===== src/hw/sspt_consts.svh =====
// Purpose: constants for the serial slave port
// Assumes: included by bare name
// Notes: bit positions refer to the control and format words
`ifndef SSPT_CONSTS_SVH
`define SSPT_CONSTS_SVH
`define SSPT_ROLE_BIT 0
`define SSPT_PHASE_BIT 16
`define SSPT_POL_BIT 17
`define SSPT_PS_MSB 15
`define SSPT_PS_LSB 8
`define SSPT_WORD_BITS 16
`define SSPT_CNT_W 5
`define SSPT_CLK_PERIOD_NS 4
`define SSPT_MIN_SCLK_NS 25
`define SSPT_MIN_SCLK_CYC ((`SSPT_MIN_SCLK_NS + `SSPT_CLK_PERIOD_NS - 1) / `SSPT_CLK_PERIOD_NS)
`define SSPT_GCR_RESET 32'h0000_0000
`define SSPT_FMT_RESET 32'h0000_0000
`endif


===== src/hw/sspt_pkg.sv =====
// Purpose: types for the serial slave port
// Assumes: nothing
// Notes: none
package sspt_pkg;
  typedef enum logic [1:0] {
    SSPT_IDLE = 2'b00,
    SSPT_SHIFT = 2'b01,
    SSPT_DONE = 2'b10
  } sspt_state_t;
endpackage


===== src/hw/sspt_slave.sv =====
// Purpose: slave-mode serial port, 16-bit words, pin-driven shift clock
// Assumes: pins sampled by clock at 250 MHz, two flops deep
// Notes: pins are oversampled, so the serial clock must stay slow
// Functional notes
// slave role when control bit 0 is zero; clock taken from pin
// format bit 16 selects clock phase 0 or 1
// format bit 17 selects clock polarity, the idle level
// serial clock period at least (prescale+1) bus clocks, never below 25 ns
// host waits two serial clocks after select low before first edge
// host toggles select around every 16-bit word
// output changes after rising edge when polarity equals phase, else falling
// input sampled on falling edge when polarity equals phase, else rising
// msb first both lines; word complete after sixteenth sample edge
`timescale 1ns/1ns
`default_nettype none
`include "sspt_consts.svh"
module sspt_slave (
  input wire logic clock,
  input wire logic rst_n,
  input wire logic [31:0] spi_global_control_reg,
  input wire logic [31:0] spi_format_reg,
  input wire logic serial_clock_pin,
  input wire logic chip_select_n,
  input wire logic serial_input_line,
  output logic serial_output_line,
  output logic serial_output_en,
  input wire logic [15:0] tx_word,
  output logic tx_taken,
  output logic [15:0] rx_word,
  output logic rx_valid,
  output logic clock_too_fast
);
  logic [1:0] sclk_s_q;
  logic [1:0] cs_s_q;
  logic [1:0] din_s_q;
  logic sclk_prev_q;
  logic [15:0] tx_sh_q;
  logic [15:0] rx_sh_q;
  logic [`SSPT_CNT_W-1:0] bit_cnt_q;
  logic [8:0] per_cnt_q;
  logic first_q;
  sspt_pkg::sspt_state_t state_q;
  logic slave_mode;
  logic pha;
  logic pol;
  logic [7:0] ps;
  logic rise;
  logic fall;
  logic sample_edge;
  logic shift_edge;
  logic lead_shift;
  logic sel;
  logic [8:0] min_cyc;

  // 25 ns floor rounded up to whole core cycles, never lets a fast clock by
  function automatic logic [8:0] min_period(input logic [7:0] p);
    logic [8:0] vclk;
    vclk = (p == 8'h00) ? 9'h002 : ({1'b0, p} + 9'h001);
    // 250 MHz core: each bus clock is one core cycle here
    if (vclk < 9'(`SSPT_MIN_SCLK_CYC))
      min_period = 9'(`SSPT_MIN_SCLK_CYC);
    else
      min_period = vclk;
  endfunction

  assign slave_mode = ~spi_global_control_reg[`SSPT_ROLE_BIT];
  assign pha = spi_format_reg[`SSPT_PHASE_BIT];
  assign pol = spi_format_reg[`SSPT_POL_BIT];
  assign ps = spi_format_reg[`SSPT_PS_MSB:`SSPT_PS_LSB];
  assign min_cyc = min_period(ps);
  assign sel = slave_mode & ~cs_s_q[1];
  assign rise = sclk_s_q[1] & ~sclk_prev_q;
  assign fall = ~sclk_s_q[1] & sclk_prev_q;
  // polarity and phase together pick the two edges
  assign sample_edge = (pol == pha) ? fall : rise;
  assign shift_edge = (pol == pha) ? rise : fall;
  // phase 0 moves data on the leading edge, which must show the msb
  assign lead_shift = ~pha;

  always_ff @(posedge clock)
  begin
    if (!rst_n)
    begin
      sclk_s_q <= 2'h0;
      cs_s_q <= 2'h3;
      din_s_q <= 2'h0;
      sclk_prev_q <= 1'b0;
    end
    else
    begin
      // second flop only is read; first is metastability guard
      // the third stage feeds the edge detector only
      sclk_s_q <= {sclk_s_q[0], serial_clock_pin};
      cs_s_q <= {cs_s_q[0], chip_select_n};
      din_s_q <= {din_s_q[0], serial_input_line};
      sclk_prev_q <= sclk_s_q[1];
    end
  end

  always_ff @(posedge clock)
  begin
    if (!rst_n)
      state_q <= sspt_pkg::SSPT_IDLE;
    else if (!sel)
      state_q <= sspt_pkg::SSPT_IDLE;
    else
    begin
      case (state_q)
        sspt_pkg::SSPT_IDLE:
          state_q <= sspt_pkg::SSPT_SHIFT;
        sspt_pkg::SSPT_SHIFT:
          if (sample_edge && bit_cnt_q == 5'(`SSPT_WORD_BITS - 1))
            state_q <= sspt_pkg::SSPT_DONE;
        sspt_pkg::SSPT_DONE:
          state_q <= sspt_pkg::SSPT_DONE;
        default:
          state_q <= sspt_pkg::SSPT_IDLE;
      endcase
    end
  end

  always_ff @(posedge clock)
  begin
    if (!rst_n)
    begin
      bit_cnt_q <= '0;
      rx_sh_q <= 16'h0000;
    end
    else if (state_q != sspt_pkg::SSPT_SHIFT)
      bit_cnt_q <= '0;
    else if (sample_edge)
    begin
      bit_cnt_q <= bit_cnt_q + 5'h01;
      rx_sh_q <= {rx_sh_q[14:0], din_s_q[1]};
    end
  end

  always_ff @(posedge clock)
  begin
    if (!rst_n)
    begin
      rx_word <= 16'h0000;
      rx_valid <= 1'b0;
    end
    else
    begin
      rx_valid <= 1'b0;
      if (state_q == sspt_pkg::SSPT_SHIFT && sample_edge &&
          bit_cnt_q == 5'(`SSPT_WORD_BITS - 1))
      begin
        rx_word <= {rx_sh_q[14:0], din_s_q[1]};
        rx_valid <= 1'b1;
      end
    end
  end

  // the skipped first shift keeps the msb on the line for the first sample;
  // the load sits one cycle after select, well inside the host's lead time
  always_ff @(posedge clock)
  begin
    if (!rst_n)
    begin
      tx_sh_q <= 16'h0000;
      first_q <= 1'b0;
      tx_taken <= 1'b0;
    end
    else
    begin
      tx_taken <= 1'b0;
      if (state_q == sspt_pkg::SSPT_IDLE && sel)
      begin
        tx_sh_q <= tx_word;
        first_q <= lead_shift;
        tx_taken <= 1'b1;
      end
      else if (state_q == sspt_pkg::SSPT_SHIFT && shift_edge)
      begin
        if (first_q)
          first_q <= 1'b0;
        else
          tx_sh_q <= {tx_sh_q[14:0], 1'b0};
      end
    end
  end

  always_ff @(posedge clock)
  begin
    if (!rst_n)
    begin
      serial_output_line <= 1'b0;
      serial_output_en <= 1'b0;
    end
    else
    begin
      serial_output_line <= tx_sh_q[15];
      // enable lags select by one cycle; the msb follows one cycle later
      serial_output_en <= sel;
    end
  end

  // flags a serial clock faster than the prescale permits
  // sticky until reset, so a single glitch is not lost between polls
  always_ff @(posedge clock)
  begin
    if (!rst_n)
    begin
      per_cnt_q <= 9'h1FF;
      clock_too_fast <= 1'b0;
    end
    else if (!sel)
      per_cnt_q <= 9'h1FF;
    else if (sample_edge)
    begin
      if (per_cnt_q < min_cyc)
        clock_too_fast <= 1'b1;
      per_cnt_q <= 9'h001;
    end
    else if (per_cnt_q != 9'h1FF)
      per_cnt_q <= per_cnt_q + 9'h001;
  end
endmodule
`default_nettype wire


===== config.mk =====
export PLATFORM = sky130hd
export DESIGN_NAME = sspt_slave
export DESIGN_NICKNAME = d
export VERILOG_FILES = /design/src/hw/sspt_pkg.sv /design/src/hw/sspt_slave.sv
export VERILOG_INCLUDE_DIRS = /design/src /design/src/hw
export SDC_FILE = /design/constraint.sdc
export NUM_CORES = 1
export LEC_CHECK = 0
export ABC_AREA = 1
export BUFFER_PORTS_ARGS = -buffer_cell sky130_fd_sc_hd__buf_2
export CORE_ASPECT_RATIO = 0.8
export CORE_MARGIN = 4
export CORE_UTILIZATION = 45
export CTS_BUF_LIST = sky130_fd_sc_hd__clkbuf_16
export CTS_CLUSTER_SIZE = 25
export DETAILED_ROUTE_END_ITERATION = 16
export PLACE_DENSITY = 0.8
export SKIP_CTS_REPAIR_TIMING = 1
export SLEW_MARGIN = 20
export SYNTH_ARGS = -nofsm -noshare
export SYNTH_HDL_FRONTEND = slang
export SYNTH_SLANG_ARGS = --single-unit

===== constraint.sdc =====
create_clock -name clock -period 3 [get_ports clock]
set_clock_uncertainty 0.05 [all_clocks]
set_input_delay 0.3 -clock clock [delete_from_list [all_inputs] [get_ports clock]]
set_output_delay 0.3 -clock clock [all_outputs]
set_load 0.005 [all_outputs]

Yosys cells after proc, flatten, opt, wreduce, memory -nomap -nowiden
Cells that the tools add are included.
Word-level totals
  RAM bits: 0
  ROM bits: 0
  memories: 0
  latch bits: 0
  register bits after elaboration: 76
  input bits: 85
Operators by class
  divide/modulo/power cells: 0
  multipliers: 0
  add/subtract/negate cells: 3
  shift operators: 0
  equal/unequal tests: 8
  reduce and logical (&&, ||, !) cells: 15
  muxes and demuxes: 15
  magnitude comparators: 2
  bitwise operators: 11
Operators with widths (number)
  two-way mux 16 bit: 3
  two-way mux 9 bit: 4
  adder 8 x 1 -> 9 bit (second input constant): 1
  adder 9 x 1 -> 9 bit (second input constant): 1
  < comparator 9 x 3 -> 1 bit (second input constant): 1
  < comparator 9 bit: 1
  != test 9 bit (second input constant): 1
  zero test 8 bit: 1
  inverter 1 bit: 8
  two-way mux 1 bit: 6
  case mux 2 bit (3 select lines): 1
  AND reduction 2 bit: 3
  adder 5 x 1 -> 5 bit (second input constant): 1
  == test 5 x 4 -> 1 bit (second input constant): 1
  logical AND 1 bit: 5
  != test 2 x 1 -> 1 bit (second input constant): 2
  nonzero test 2 bit: 2
  bitwise AND 1 bit: 3
  AND reduction 3 bit: 1
  OR reduction 3 bit: 1
  == test 2 x 1 -> 1 bit (second input constant): 1
  == test 2 bit (second input constant): 1
  zero test 2 bit: 1
  two-way mux 2 bit: 1
  3 further kinds: 3

Longest topological paths before layout
  depth after elaboration: 6
  gate-level depth with buffers: 18

Worst setup path before layout
OpenSTA, ideal clock, no wires.
  path type: input to register
  start point: input port spi_format_reg[8]
  end point: register clock_too_fast
  buffers on the path: 0
  setup slack: 750 ps
  stages on the path: 14
  arrival: 2134 ps
  cell sequence: ha_1 > nand3_1 > xor2_1 > nand2_2 > nor4_1 > nor2_1 > nor2_1 > ha_1 > a21oi_1 > nand3b_1 > a21oi_1 > nor3_1 > nand2_1 > a21oi_2
Between the ends
  word-level cells in the longest chain between the ends: 6
  elaborated cells between the ends (all ways): 7
Ends and longest elaborated chain
  from (decl): RTL line sspt_slave.sv:21  | input wire logic [31:0] spi_format_reg,
  adder 8 x 1 -> 9 bit or zero test 8 bit (tied branches): RTL line sspt_slave.sv:58  | vclk = (p == 8'h00) ? 9'h002 : ({1'b0, p} + 9'h001);
  two-way mux 9 bit (*): RTL line sspt_slave.sv:58
  < comparator 9 x 3 -> 1 bit: RTL line sspt_slave.sv:60  | if (vclk < 9'(`SSPT_MIN_SCLK_CYC))
  two-way mux 9 bit (*): RTL line sspt_slave.sv:60
  < comparator 9 bit (*): RTL line sspt_slave.sv:214  | if (per_cnt_q < min_cyc)
  AND reduction 3 bit (no source line) (*)
  to (signal assigned): RTL line sspt_slave.sv:208  | clock_too_fast <= 1'b0;
  to (signal assigned): RTL line sspt_slave.sv:215  | clock_too_fast <= 1'b1;
  to (decl): RTL line sspt_slave.sv:31  | output logic clock_too_fast
Mark *: on every way between the ends. The rest lies on a longest branch, timed or not.
A chain may end at the register's enable or synchronous reset.

Worst setup path after layout
Same ends and word-level chain as after synthesis.

==> run_results.csv <==
group,metric,value,unit
status,status,"finished clean",
timing,report.final.slew_viol_count,0,
synth,yosysMostFrequentCell,"nand2_1",
grt,grt_pass1_vias,2716,
timing,finalWorstSetupSlack,0.685,ns
timing,period_share,0.772,
clocking,cts_sinks,76,
synth,avgSynthCellArea,7.85,µm²
placed_design,port-buffer-count,52,
die,io_pins,106,
setup_path,critPathLaunchType,"input port",
route,drcViolationCount,0,
timing,relSlewSlack,0.652,
grt,grt_antenna_before_repair,0,
synth,synth_top_area_frac,0.431,
synth,netlist_top_cells_area,"dfxtp_1 43%, nand2_1 8.9%, inv_1 5.7%",
clocking,cts_tree,"built",
route,wl_per_cell,11.3,µm
clocking,cts_max_level,3,
die,placementRows,28,
route,wirelength,6.86,mm
synth,synth.yosys.seq_area_share,0.431,
finish,nets,599,
power,p_switching,509,µW
route,vias_per_cell,4.93,
power,seqPwrFrac,0.462,
setup_path,worstPathArrival,2.53,ns
grt,grt_usage,0.153,
synth,synth_common_cells,"84 x nand2_1, 76 x dfxtp_1, 54 x inv_1",
power,power.density,541,nW/µm²
clocking,clk_path_buf_depth,2,
timing,worstMarginPinSlew,0.521,ns
die,die_x,107,µm
synth,synth_top_cell_by_area,"dfxtp_1",
die,dieHeight,87.2,µm
power,p_sw_frac,0.227,
synth,syn_nets,551,
synth,synth_flop_cell,"dfxtp_1",
timing,tns,0,ns
synth,postSynthCellCount,450,
synth,synth.distinct_cells,36,
power,p_leak,0.00194,µW
synth,ys.warnings.count,0,
placed_design,gp_congestion,0.776,
clocking,cts_made_buffers,9,
finish,fin_cells,608,
grt,grt_start_max_net_pins,45,
finish,n_antenna_cell,0,
grt,grt.overflow.total,0,
synth,syn_area,3530,µm²
die,start_util,0.469,
job,drv_cap,0,
die,die_area,9340,µm²
timing,fmax,432,MHz
setup_path,cp.required,3.21,ns
power,vdd_ir_drop_max,0.000367,V
synth,ys_seq_elements,76,
placed_design,hpwl,5.01,mm
finish,drive_gt1_frac,0.215,
setup_path,crit_path_end_kind,"flop",
timing,rsz0062_at_grt,"no",
route,drt_iter0_drc,142,
setup_path,path_max_fanout,4,
clocking,clkTransAtPathRegs,0.05,ns
placed_design,place_inst,592,
finish,syn_to_final_growth,17.3,%
power,p_int,1730,µW
synth,synth_edf_count,0,
synth,async_flop_share,0,
route,ant_nets,0,
placed_design,place_ws,0.377,ns
clocking,cts-root-buf,"clkbuf_16",
power,combinationalPowerShare,0.076,
route,first_pass_iters,5,
timing,finalCriticalPeriod,2.31,ns
clocking,clk_latency,0.33,ns
route,vias,3000,
die,core,7530,µm²
power,power_frac_clock,0.462,
setup_path,critPathKind,"input port to flop",
timing,setup_violations,0,
hold_path,hp-class,"input port to flop",
grt,grt_pass1_wl,11.6,mm
timing,finalHoldViolations,0,
## cell families (layout without fill, tap and decap cells)
| kind of cell | count (synthesis) | count (layout) | share of synthesized area |
|---|---|---|---|
| AND/OR/NAND/NOR | 176 | 176 | 0.231 |
| adder cells (fa/ha/maj) | 16 | 16 | 0.0567 |
| flip-flops | 76 | 76 | 0.431 |
| AO/OA/AOI/OAI | 100 | 100 | 0.179 |
| buffers and inverters | 77 | 130 | 0.0903 |
| XOR/XNOR | 5 | 5 | 0.0124 |
## final timing paths
check | start | to | slack, ns | cells past startpoint
worst min-delay path | serial_input_line | din_s_q[0]$_SDFF_PN0_ | 0.10 | 3
worst max-delay path | spi_format_reg[8] | clock_too_fast$_SDFFE_PN0P_ | 0.69 | 15
worst max register to register | per_cnt_q[1]$_SDFFE_PN1P_ | per_cnt_q[6]$_SDFFE_PN1P_ | 1.04 | 13
worst min register to register | cs_s_q[0]$_SDFF_PN1_ | cs_s_q[1]$_SDFF_PN1_ | 0.36 | 1
## sequential cells by signal (all words and copies together), names as in the netlist, 2 cells and up
name       count
rx_word       16
tx_sh_q       16
rx_sh_q       15
per_cnt_q      9
bit_cnt_q      5
cs_s_q         2
din_s_q        2
sclk_s_q       2
state_q        2
## cell type report
cell class              count  area [µm²]
flip-flops and latches     76        1520
repair buffers             55         283
fillers                   686        3390
clock inverters             7        67.6
well taps                 105         131
clock buffers               9         225
multi-input cells         297        1690
inverters                  59         224
## through the flow
| stage | hold slack, ns | power (µW) | area [µm²] | utilization |
|---|---|---|---|---|
| finish | 0.102 | 2240 | 4140 | 0.550 |
| global route | 0.120 | 2330 | 4140 | 0.550 |
| CTS | 0.0956 | 2260 | 4140 | 0.550 |
| detailed placement | 0.348 | 1230 | 3850 | 0.511 |
| global placement | 0.343 | 1220 | 3850 | 0.511 |
| floorplan | 0.340 | 1180 | 3530 | - |
## layer usage
| metal | share of wire | global-route usage | wire [µm] | vias to the layer above |
|---|---|---|---|---|
| li1 | - | - | - | 1587 |
| met4 | 0.011 | 0.0488 | 78 | 0 |
| met3 | 0.050 | 0.0445 | 342 | 9 |
| met2 | 0.47 | 0.257 | 3220 | 59 |
| met1 | 0.47 | 0.191 | 3230 | 1345 |
| met5 | 0 | 0 | 0 | - |
## placed cells by master, fill, tap and decap left out, drive strengths merged
| cell | count |
|---|---|
| nor4 | 2 |
| clkbuf | 9 |
| clkinv | 6 |
| clkinvlp | 1 |
| a21oi | 37 |
| o21bai | 1 |
| xor2 | 5 |
| a211oi | 2 |
| bufinv | 1 |
| o211a | 13 |
| buf | 55 |
| o21ai | 42 |
| nand3 | 38 |
| nor3 | 7 |
| nand2 | 96 |
| dfxtp | 76 |
| o211ai | 2 |
| nor2 | 27 |
| inv | 58 |
| or2 | 2 |
| ha | 16 |
| nor3b | 1 |
| a31oi | 3 |
| nand4 | 2 |
| nand3b | 1 |
## worst max-delay path, cell delays in order
cell and delay, ns:
buf_2 0.11, ha_1 0.26, nand3_1 0.15, xor2_1 0.24
nand2_2 0.08, nor4_1 0.27, nor2_1 0.08, nor2_1 0.10
ha_1 0.25, a21oi_1 0.14, nand3b_1 0.12, a21oi_1 0.06
nor3_1 0.13, nand2_1 0.11, a21oi_2 0.11
## power by group through the flow
stage	clock network, µW	registers [µW]	logic [µW]
2_1_floorplan	0	1060	121
3_3_place_gp	0	1060	163
3_5_place_dp	0	1060	170
4_1_cts	1060	1040	171
5_1_grt	1100	1040	195
6_report	1030	1040	170
Power figures use the tool's default switching activity.
